**src/dram_sr_pkg.sv**
```systemverilog
// constants and types for the dram self-refresh and calibration sequencer
`default_nettype none
package dram_sr_pkg;

	// clk_sys period, used to turn nanosecond terms into cycles
	localparam int unsigned CLK_PERIOD_PS = 100000;

	// counter and field widths, and the number of class timers
	localparam int unsigned WAIT_W  = 11;
	localparam int unsigned CKE_W   = 5;
	localparam int unsigned PL_W    = 3;
	localparam int unsigned NUM_CLS = 3;

	// calibration windows, in device clocks
	localparam int unsigned INIT_CAL_NCK  = 1024;
	localparam int unsigned FULL_CAL_NCK  = 512;
	localparam int unsigned SHORT_CAL_NCK = 128;

	// clock-enable, clock-valid and reset/self-refresh exit figures
	localparam int unsigned CKE_PW_NCK    = 3;
	localparam int unsigned CKE_PW_NS     = 5;
	localparam int unsigned CKESR_ADD_NCK = 1;
	localparam int unsigned CK_VALID_NCK  = 5;
	localparam int unsigned CK_VALID_NS   = 10;
	localparam int unsigned XPR_NCK       = 5;
	localparam int unsigned EXIT_ADD_NS   = 10;

	// nanoseconds to whole cycles, rounded up, never below one
	function automatic int unsigned ns_to_cyc(input int unsigned ns);
		int unsigned c;
		c = (ns * 1000 + CLK_PERIOD_PS - 1) / CLK_PERIOD_PS;
		return (c < 1) ? 1 : c;
	endfunction : ns_to_cyc

	function automatic int unsigned max2(input int unsigned a, input int unsigned b);
		return (a > b) ? a : b;
	endfunction : max2

	localparam int unsigned CKE_PW_CYC   = max2(CKE_PW_NCK, ns_to_cyc(CKE_PW_NS));
	localparam int unsigned CKESR_CYC    = CKE_PW_CYC + CKESR_ADD_NCK;
	localparam int unsigned CK_VALID_CYC = max2(CK_VALID_NCK, ns_to_cyc(CK_VALID_NS));

	// class timer index
	localparam int unsigned CLS_PLAIN = 0;
	localparam int unsigned CLS_FAST  = 1;
	localparam int unsigned CLS_DLL   = 2;

	// requests from the user side
	typedef enum logic [2:0] {
		REQ_ZQ_LONG  = 3'h0,
		REQ_ZQ_SHORT = 3'h1,
		REQ_MRS_FAST = 3'h2,
		REQ_PLAIN    = 3'h3,
		REQ_DLL      = 3'h4,
		REQ_SR_ENTER = 3'h5,
		REQ_SR_EXIT  = 3'h6
	} req_t;

	// command driven toward the dram
	typedef enum logic [2:0] {
		CMD_DES      = 3'h0,
		CMD_ZQ_LONG  = 3'h1,
		CMD_ZQ_SHORT = 3'h2,
		CMD_MRS      = 3'h3,
		CMD_PLAIN    = 3'h4,
		CMD_DLL      = 3'h5,
		CMD_SR_ENTER = 3'h6
	} cmd_t;

	typedef enum logic [3:0] {
		ST_RESET    = 4'h0,
		ST_PRE_CLK  = 4'h1,
		ST_XPR      = 4'h2,
		ST_INIT_CAL = 4'h3,
		ST_IDLE     = 4'h4,
		ST_BUSY     = 4'h5,
		ST_SRE_HOLD = 4'h6,
		ST_SELF_REF = 4'h7,
		ST_SRX_CLK  = 4'h8
	} state_t;

endpackage : dram_sr_pkg
`default_nettype wire

```
**src/class_timer.sv**
```systemverilog
// down-counting wait timer releasing one command class
`default_nettype none
module class_timer #(
	parameter int unsigned W = 11
) (
	input  wire logic         clk_sys,
	input  wire logic         rst,
	input  wire logic         load,
	input  wire logic [W-1:0] load_val,
	output var  logic         done
);

	if (W < 2) begin : g_chk
		$error("class_timer: W too small");
	end

	typedef struct packed {
		logic [W-1:0] cnt;
		logic         done;
	} tmr_t;

	tmr_t t_reg;
	tmr_t t_next;

	// done rises load_val edges after the load edge; load_val of zero acts as one
	always_comb begin
		t_next = t_reg;
		if (load) begin
			t_next.cnt  = (load_val == '0) ? '0 : W'(load_val - 1'b1);
			t_next.done = 1'b0;
		end else if (!t_reg.done) begin
			if (t_reg.cnt == '0) begin
				t_next.done = 1'b1;
			end else begin
				t_next.cnt = W'(t_reg.cnt - 1'b1);
			end
		end
	end

	always_ff @(posedge clk_sys or posedge rst) begin
		if (rst) begin
			t_reg <= '{cnt: '0, done: 1'b1};
		end else begin
			t_reg <= t_next;
		end
	end

	assign done = t_reg.done;

endmodule : class_timer
`default_nettype wire

```
**src/dram_sr_ctrl.sv**
```systemverilog
// host-side sequencer for dram reset exit, calibration and self-refresh timing
`default_nettype none
module dram_sr_ctrl #(
	parameter int unsigned RFC_NS      = 350,
	parameter int unsigned RFC4_NS     = 160,
	parameter int unsigned DLL_LOCK_CK = 768
) (
	input  wire logic                        clk_sys,
	input  wire logic                        rst,
	input  wire logic                        req_valid,
	input  wire logic [2:0]                  req_cmd,
	input  wire logic                        sr_abort_en,
	input  wire logic                        parity_en,
	input  wire logic [dram_sr_pkg::PL_W-1:0] parity_latency,
	output var  logic                        req_ready,
	output var  logic                        req_ack,
	output var  logic [2:0]                  ddr_cmd,
	output var  logic                        ddr_cke,
	output var  logic                        ddr_clk_en,
	output var  logic                        ddr_reset_n,
	output var  logic [dram_sr_pkg::NUM_CLS-1:0] class_open
);

	localparam int unsigned WW = dram_sr_pkg::WAIT_W;
	localparam int unsigned CW = dram_sr_pkg::CKE_W;

	// exit waits, ns terms rounded up
	localparam int unsigned XPR_CYC = dram_sr_pkg::max2(dram_sr_pkg::XPR_NCK,
		dram_sr_pkg::ns_to_cyc(RFC_NS + dram_sr_pkg::EXIT_ADD_NS));
	localparam int unsigned XS_CYC  =
		dram_sr_pkg::ns_to_cyc(RFC_NS + dram_sr_pkg::EXIT_ADD_NS);
	localparam int unsigned XS4_CYC =
		dram_sr_pkg::ns_to_cyc(RFC4_NS + dram_sr_pkg::EXIT_ADD_NS);

	localparam int unsigned WMAX = (1 << WW) - 1;

	if (XPR_CYC > WMAX || XS_CYC > WMAX || DLL_LOCK_CK > WMAX ||
		dram_sr_pkg::INIT_CAL_NCK > WMAX || DLL_LOCK_CK < 1) begin : g_chk
		$error("dram_sr_ctrl: wait figure does not fit the counter");
	end

	localparam int unsigned PL_MAX = (1 << dram_sr_pkg::PL_W) - 1;

	// abort wait shares the counter with the others
	if (XS4_CYC > WMAX) begin : g_chk_fast
		$error("dram_sr_ctrl: abort wait does not fit the counter");
	end

	// worst parity latency must stay reachable by the saturating cke counter
	if (dram_sr_pkg::CKESR_CYC + PL_MAX > (1 << CW) - 1) begin : g_chk_cke
		$error("dram_sr_ctrl: low width does not fit the clock-enable counter");
	end

	if (dram_sr_pkg::CK_VALID_CYC + PL_MAX > WMAX) begin : g_chk_trail
		$error("dram_sr_ctrl: trailing clock window does not fit the counter");
	end

	localparam logic [WW-1:0] W_CKV   = WW'(dram_sr_pkg::CK_VALID_CYC - 1);
	localparam logic [WW-1:0] W_XPR   = WW'(XPR_CYC - 1);
	localparam logic [WW-1:0] W_INIT  = WW'(dram_sr_pkg::INIT_CAL_NCK - 1);
	localparam logic [WW-1:0] W_FULL  = WW'(dram_sr_pkg::FULL_CAL_NCK - 1);
	localparam logic [WW-1:0] W_SHORT = WW'(dram_sr_pkg::SHORT_CAL_NCK - 1);
	localparam logic [CW-1:0] C_PW    = CW'(dram_sr_pkg::CKE_PW_CYC);
	localparam logic [CW-1:0] C_SR    = CW'(dram_sr_pkg::CKESR_CYC);
	localparam logic [CW-1:0] C_MAX   = '1;

	typedef struct packed {
		dram_sr_pkg::state_t st;
		logic [WW-1:0]       wait_c;
		logic [CW-1:0]       cke_c;
		logic                cke;
		logic                clk_en;
		logic                rst_n;
		dram_sr_pkg::cmd_t   cmd;
		logic                ready;
		logic                ack;
		logic [CW-1:0]       pl_sr;
	} ctl_t;

	localparam ctl_t CTL_RST = '{
		st:     dram_sr_pkg::ST_RESET,
		wait_c: '0,
		cke_c:  '0,
		cke:    1'b0,
		clk_en: 1'b0,
		rst_n:  1'b0,
		cmd:    dram_sr_pkg::CMD_DES,
		ready:  1'b0,
		ack:    1'b0,
		pl_sr:  '0
	};

	ctl_t c_reg;
	ctl_t c_next;

	logic [dram_sr_pkg::NUM_CLS-1:0] cls_done;
	logic [WW-1:0]                   cls_val [dram_sr_pkg::NUM_CLS];
	logic                            cls_load;
	logic                            take;
	logic                            cls_ok;
	logic [WW-1:0]                   pl_w;
	logic [CW-1:0]                   pl_c;
	logic [WW-1:0]                   sre_hold;
	logic [CW-1:0]                   ckesr_need;

	// parity latency stretches the low width and the trailing clock
	assign pl_w       = parity_en ? WW'(parity_latency) : '0;
	assign pl_c       = parity_en ? CW'(parity_latency) : '0;
	assign sre_hold   = WW'(W_CKV + pl_w);
	// latched at entry so a parity change during self-refresh cannot shorten the low width
	assign ckesr_need = CW'(C_SR + c_reg.pl_sr);

	// per-class release after self-refresh exit
	always_comb begin
		cls_val[dram_sr_pkg::CLS_PLAIN] = sr_abort_en ? WW'(XS4_CYC) : WW'(XS_CYC);
		cls_val[dram_sr_pkg::CLS_FAST]  = WW'(XS4_CYC);
		cls_val[dram_sr_pkg::CLS_DLL]   = WW'(DLL_LOCK_CK);
	end

	// one timer per class so each releases on its own
	for (genvar i = 0; i < dram_sr_pkg::NUM_CLS; i++) begin : g_cls
		class_timer #(
			.W(WW)
		) u_tmr (
			.clk_sys  (clk_sys),
			.rst      (rst),
			.load     (cls_load),
			.load_val (cls_val[i]),
			.done     (cls_done[i])
		);
	end

	// whether the offered request's class is released now
	always_comb begin
		cls_ok = 1'b0;
		if (c_reg.st == dram_sr_pkg::ST_SELF_REF) begin
			cls_ok = (req_cmd == dram_sr_pkg::REQ_SR_EXIT);
		end else begin
			case (req_cmd)
				dram_sr_pkg::REQ_ZQ_LONG,
				dram_sr_pkg::REQ_ZQ_SHORT,
				dram_sr_pkg::REQ_MRS_FAST: cls_ok = cls_done[dram_sr_pkg::CLS_FAST];
				dram_sr_pkg::REQ_PLAIN:    cls_ok = cls_done[dram_sr_pkg::CLS_PLAIN];
				dram_sr_pkg::REQ_DLL:      cls_ok = cls_done[dram_sr_pkg::CLS_DLL];
				// high pulse of clock enable must be wide enough before it drops
				dram_sr_pkg::REQ_SR_ENTER: cls_ok = cls_done[dram_sr_pkg::CLS_PLAIN] &&
					(c_reg.cke_c >= C_PW);
				default:                   cls_ok = 1'b0;
			endcase
		end
	end

	// ready is part of take, so one offer is never taken twice
	assign take = c_reg.ready && req_valid && cls_ok;

	always_comb begin
		c_next   = c_reg;
		cls_load = 1'b0;
		// deselect on every cycle that issues nothing
		c_next.cmd = dram_sr_pkg::CMD_DES;
		c_next.ack = 1'b0;
		if (c_reg.cke_c != C_MAX) begin
			c_next.cke_c = CW'(c_reg.cke_c + 1'b1);
		end
		if (c_reg.wait_c != '0) begin
			c_next.wait_c = WW'(c_reg.wait_c - 1'b1);
		end
		case (c_reg.st)
			// reset pin released and clock started together, well before cke
			dram_sr_pkg::ST_RESET: begin
				c_next.st     = dram_sr_pkg::ST_PRE_CLK;
				c_next.rst_n  = 1'b1;
				c_next.clk_en = 1'b1;
				c_next.wait_c = W_CKV;
			end
			// clock stable before cke rises
			dram_sr_pkg::ST_PRE_CLK: begin
				if (c_reg.wait_c == '0) begin
					c_next.cke    = 1'b1;
					c_next.cke_c  = '0;
					c_next.st     = dram_sr_pkg::ST_XPR;
					c_next.wait_c = W_XPR;
				end
			end
			// first command only once the reset-exit wait is over
			dram_sr_pkg::ST_XPR: begin
				if (c_reg.wait_c == '0) begin
					c_next.cmd    = dram_sr_pkg::CMD_ZQ_LONG;
					c_next.st     = dram_sr_pkg::ST_INIT_CAL;
					c_next.wait_c = W_INIT;
				end
			end
			// calibration window, deselect only
			dram_sr_pkg::ST_INIT_CAL,
			dram_sr_pkg::ST_BUSY: begin
				if (c_reg.wait_c == '0) begin
					c_next.st = dram_sr_pkg::ST_IDLE;
				end
			end
			// at most one take every other cycle; the ack cycle keeps ready low
			dram_sr_pkg::ST_IDLE: begin
				if (take) begin
					c_next.ack = 1'b1;
					case (req_cmd)
						dram_sr_pkg::REQ_ZQ_LONG: begin
							c_next.cmd    = dram_sr_pkg::CMD_ZQ_LONG;
							c_next.st     = dram_sr_pkg::ST_BUSY;
							c_next.wait_c = W_FULL;
						end
						dram_sr_pkg::REQ_ZQ_SHORT: begin
							c_next.cmd    = dram_sr_pkg::CMD_ZQ_SHORT;
							c_next.st     = dram_sr_pkg::ST_BUSY;
							c_next.wait_c = W_SHORT;
						end
						dram_sr_pkg::REQ_MRS_FAST: begin
							c_next.cmd = dram_sr_pkg::CMD_MRS;
						end
						dram_sr_pkg::REQ_PLAIN: begin
							c_next.cmd = dram_sr_pkg::CMD_PLAIN;
						end
						dram_sr_pkg::REQ_DLL: begin
							c_next.cmd = dram_sr_pkg::CMD_DLL;
						end
						dram_sr_pkg::REQ_SR_ENTER: begin
							c_next.cmd    = dram_sr_pkg::CMD_SR_ENTER;
							c_next.pl_sr  = pl_c;
							c_next.cke    = 1'b0;
							c_next.cke_c  = '0;
							c_next.st     = dram_sr_pkg::ST_SRE_HOLD;
							c_next.wait_c = sre_hold;
						end
						default: c_next.ack = 1'b0;
					endcase
				end
			end
			dram_sr_pkg::ST_SRE_HOLD: begin
				// clock may stop only after the trailing valid window
				if (c_reg.wait_c == '0) begin
					c_next.clk_en = 1'b0;
					c_next.st     = dram_sr_pkg::ST_SELF_REF;
				end
			end
			// only the exit request is taken here
			dram_sr_pkg::ST_SELF_REF: begin
				if (take) begin
					c_next.ack    = 1'b1;
					c_next.clk_en = 1'b1;
					c_next.st     = dram_sr_pkg::ST_SRX_CLK;
					c_next.wait_c = W_CKV;
				end
			end
			dram_sr_pkg::ST_SRX_CLK: begin
				// exit needs both the leading clock and the minimum low width
				if (c_reg.wait_c == '0 && c_reg.cke_c >= ckesr_need) begin
					c_next.cke   = 1'b1;
					c_next.cke_c = '0;
					c_next.st    = dram_sr_pkg::ST_IDLE;
					cls_load     = 1'b1;
				end
			end
			// unused codes restart the whole bring-up
			default: c_next = CTL_RST;
		endcase
		// ready is registered from the next state, so it always matches the current state
		c_next.ready = (c_next.st == dram_sr_pkg::ST_IDLE && !c_next.ack) ||
			c_next.st == dram_sr_pkg::ST_SELF_REF;
	end

	// async reset loads only the constant image
	always_ff @(posedge clk_sys or posedge rst) begin
		if (rst) begin
			c_reg <= CTL_RST;
		end else begin
			c_reg <= c_next;
		end
	end

	// every output is a register image
	assign req_ready   = c_reg.ready;
	assign req_ack     = c_reg.ack;
	assign ddr_cmd     = c_reg.cmd;
	assign ddr_cke     = c_reg.cke;
	assign ddr_clk_en  = c_reg.clk_en;
	assign ddr_reset_n = c_reg.rst_n;
	assign class_open  = cls_done;

endmodule : dram_sr_ctrl
`default_nettype wire

```
**config.mk**
```make
export PLATFORM = sky130hd
export DESIGN_NAME = dram_sr_ctrl
export DESIGN_NICKNAME = d
export VERILOG_FILES = /design/src/dram_sr_pkg.sv /design/src/class_timer.sv /design/src/dram_sr_ctrl.sv
export SDC_FILE = /design/constraint.sdc
export NUM_CORES = 1
export LEC_CHECK = 0
export ABC_AREA = 1
export BUFFER_PORTS_ARGS = -buffer_cell sky130_fd_sc_hd__buf_4
export CAP_MARGIN = 30
export CELL_PAD_IN_SITES_DETAIL_PLACEMENT = 2
export CELL_PAD_IN_SITES_GLOBAL_PLACEMENT = 2
export CORE_AREA = 2 2 140 142
export DETAILED_ROUTE_END_ITERATION = 16
export DIE_AREA = 0 0 142 144
export GPL_TIMING_DRIVEN = 0
export PLACE_DENSITY_LB_ADDON = 0.05
export SYNTH_ARGS = -nofsm -noshare
export SYNTH_HDL_FRONTEND = slang
export SYNTH_HIERARCHICAL = 1
export SYNTH_SLANG_ARGS = --single-unit
```
**constraint.sdc**
```tcl
create_clock -name clk_sys -period 2.9 [get_ports clk_sys]
set_input_delay 0.29 -clock clk_sys [delete_from_list [all_inputs] [get_ports clk_sys]]
set_output_delay 0.29 -clock clk_sys [all_outputs]
set_load 0.02 [all_outputs]
```
==> results.txt <==
----------------------------------------------------
[Status]
  Result of the run ... completed

[Power and ir drop]
  Power Density ... 549 mW/mm^2
  Psw ... 1.43 mW
  Clock network fraction of design power ... 33.3%
  Pleak ... 3.77 nW
  Share of power burned in registers ... 30.7%
  Switching power as a share of total power ... 37.9%
  Max rail drop VDD ... 0.298 mV
  Proportion of power drawn by combinational gates ... 35.9%
  Cell internal pwr ... 2.34 mW

[Worst setup path]
  Critical path data arrival time ... 2.87 ns
  Gate family responsible for the most delay along the worst path ... simple AND/OR/NAND/NOR gates
  Crit path launch type ... register
  Critical-path cell with the highest stage delay ... sky130_fd_sc_hd__dfrtp_1
  Cell mode on critical path ... sky130_fd_sc_hd__nand2_1
  Logic depth of the worst path, buffers included ... 16
  Critical Path, Cell by Cell ... inv_1, ha_1, nand3_2, nor2_2, nand3_2, inv_2, and2_1, nand2_1, clkinvlp_4, buf_4, inv_1, nor2_4, nand3_1, nand2_1, nand2_1, nand2_1
  Largest stage delay on the critical path ... 0.41 ns
  Largest fanout on the critical path ... 8
  Critical Setup Path Class ... reg2reg
  CP Capture Type ... register
  Required time reported for the critical path endpoint ... 3.18 ns
  Worst Path Buf+Inv ... 5
  Depth of the most critical reg-to-reg path ... 16

[Place]
  Cells after DPL ... 1227
  GPL Wtd Cong ... 0.764
  Detail Placement HPWL ... 14000 um
  Post-Place Setup Slack ... -0.240 ns
  Input/output buffers ... 21

[STA]
  Post-Route Skew ... 0.00875 ns
  Setup TNS ... 0 ns
  Rel. slew slack ... 56.8%
  Setup repair after global routing missed its margin ... false
  Shortest period the worst path allows ... 2.60 ns
  Period Utilization, post-route ... 89.5%
  Post-route worst setup slack ... 0.303 ns
  Fmax ... 385 MHz
  Worst-margin pin slew ... 0.647 ns
  Final setup vio count ... 0
  Number of max-slew violations in the final report ... 0
  Number of hold-slack violations in the final timing report ... 0

[Synthesis]
  Area fraction of the dominant cell type after synthesis ... 28.4%
  Yosys warnings ... 6
  Count of flip-flops with a built-in enable after synthesis ... 0
  Share of synthesized registers carrying an async set or reset ... 100%
  Count leader, synth ... sky130_fd_sc_hd__nand2_1
  Biggest area consumer among synthesized cells ... sky130_fd_sc_hd__dfrtp_1
  Synth unique cells ... 45
  Total standard cell area after synthesis ... 0.00563 mm^2
  Predominant post-synthesis flop cell ... sky130_fd_sc_hd__dfrtp_1
  Share of the yosys chip area belonging to registers ... 29.8%
  Ranking of synthesized cells by area ... sky130_fd_sc_hd__dfrtp_1 28%, sky130_fd_sc_hd__nand2_1 18%, sky130_fd_sc_hd__inv_1 9.1%
  Mean instance size in the synthesized netlist ... 6.41 um^2
  Number of register bits inferred by synthesis ... 67
  Post-synthesis cell count ... 878
  Most instantiated cells after synthesis ... 271 x sky130_fd_sc_hd__nand2_1, 136 x sky130_fd_sc_hd__inv_1, 103 x sky130_fd_sc_hd__nor2_1

[Detailed routing]
  Detailed Routing Iterations Pass 1 ... 4
  Number of violations reported at the end of detailed-routing iteration 0 ... 147
  Via density per instance ... 4.53
  Number of nets with antenna violations after routing ... 0
  Count of vias placed by the detailed router ... 5653
  Wirelength per Cell ... 13.7 um
  Routed Wire Length ... 17100 um
  DRC Markers ... 0

[Clocking]
  Maximum number of buffers from clock root to sink ... 2
  Skew-Pair Late Insertion Delay ... 0.34 ns
  CTS tree ... done
  Post-CTS clock slew at the launch and capture registers of the worst setup and hold paths ... 0.06 ns
  Root buffer cell ... sky130_fd_sc_hd__clkbuf_16
  CTS sink cnt ... 67
  Clock buffer count from CTS ... 9
  Total of hold buffers inserted after clock tree synthesis ... 0
  CTS H-Tree Depth ... 3

[Floorplanning]
  Initial Util ... 29.5%
  Boundary Pins ... 22
  Die H ... 144 um
  Die span in x ... 142 um
  Total number of placement rows ... 51
  Die Outline Area ... 0.0204 mm^2
  Core area ... 0.0191 mm^2

[Flow run]
  Max-cap violations ... 0

[GRT]
  Total global routing track utilization ... 18.2%
  First-pass GRT wire length ... 29500 um
  Total gr overflow ... 0
  Number of global-route vias before repair ... 6043
  Maximum number of pins on one net before global-route repair ... 19
  Initial antenna violation count ... 0

[Layout]
  Final Net Count ... 1035
  Number of inserted diodes ... 0
  Non-filler instance count after layout ... 1249
  Area growth from synthesis to layout ... 22.0%
  Flip-flop count of the largest register, all copies and words added ... 33
  Final standard cell utilization of the core ... 36.0%
  Fraction of final layout cells with drive strength greater than 1 ... 13.2%

[Min path]
  Class of the most critical hold timing path ... in2async

----------------------------------------------------
## path summary, 6_finish.rpt
path,from,endpoint,slack [ns]
worst max-delay path,c_reg[18],g_cls[0].u_tmr/t_reg[8],0.30
min in group clk_sys,req_cmd[0],ddr_cmd[0],0.20
worst min register to register,g_cls[1].u_tmr/t_reg[2],g_cls[1].u_tmr/t_reg[2],0.49
max in group asynchronous,rst,c_reg[21],2.30
worst max register to register,c_reg[18],g_cls[0].u_tmr/t_reg[8],0.30
worst min-delay path,rst,g_cls[1].u_tmr/t_reg[8],0.03
## kinds of logic after synthesis
family                     share of synthesized area (%)
DFF                                                 29.8
buffers and inverters                               10.9
muxes                                              0.178
AOI/OAI and AO/OA                                   9.13
other                                              0.133
xor gates and xnor gates                            2.80
and+or+nand+nor                                     43.0
adders and majority gates                           4.00
## what timing repair did
action                                  4_1_cts  5_1_grt
endpoints found under the setup margin       17       30
buffers inserted                              2        4
hold endpoints to repair                      0        0
gates resized for setup                       1        8
pin swaps                                     0        2
## cells in the final DEF (no fill, tap or decap), drive strengths merged, types with 2 or more instances in the layout
cell type and count:
conb 91, o21ai 53, dfstp 3, nor3 11
ha 18, xor2 11, and3 2, clkbuf 13
nand2 296, a22oi 3, inv 142, o211ai 2
a21oi 17, clkinvlp 2, nor2 124, o21bai 3
bufinv 2, a211oi 2, dfrtp 64, nand3 90
xnor2 7, nand4 8, buf 35, clkinv 3
## metrics by stage
step           total power, mW  hold WS, ns  cell area [um^2]
2_1_floorplan             2.16        0.154              5960
3_3_place_gp              2.49        0.406              6420
3_5_place_dp              2.53        0.398              6450
4_1_cts                   3.82       0.0401              6810
5_1_grt                   4.08       0.0563              6870
6_report                  3.77       0.0325              6870
## power by group through the flow
stage / clock network, mW / registers [mW] / logic (mW)
5_1_grt: 1.32 / 1.18 / 1.58
3_3_place_gp: 0 / 1.18 / 1.31
6_report: 1.26 / 1.16 / 1.35
3_5_place_dp: 0 / 1.18 / 1.35
4_1_cts: 1.30 / 1.16 / 1.36
2_1_floorplan: 0 / 1.16 / 1.01
## layout make-up
cell class | count | area (um^2)
buffer | 7 | 63.8
clock buffer | 13 | 270
clock inverter | 3 | 68.8
fill | 2428 | 12200
inverter | 146 | 558
multi-input combinational | 747 | 3700
sequential | 67 | 1680
tap | 238 | 298
timing repair buffer | 28 | 230
## metal layers
| metal | up-vias | track usage [%] | routed length (um) |
|---|---|---|---|
| met4 | 0 | 4.58 | 199 |
| met1 | 2704 | 23.6 | 8170 |
| met3 | 13 | 2.72 | 251 |
| met5 | - | 0 | 0 |
| met2 | 34 | 32.0 | 8460 |
| li1 | 2902 | - | - |
Power figures use the tool's default switching activity.
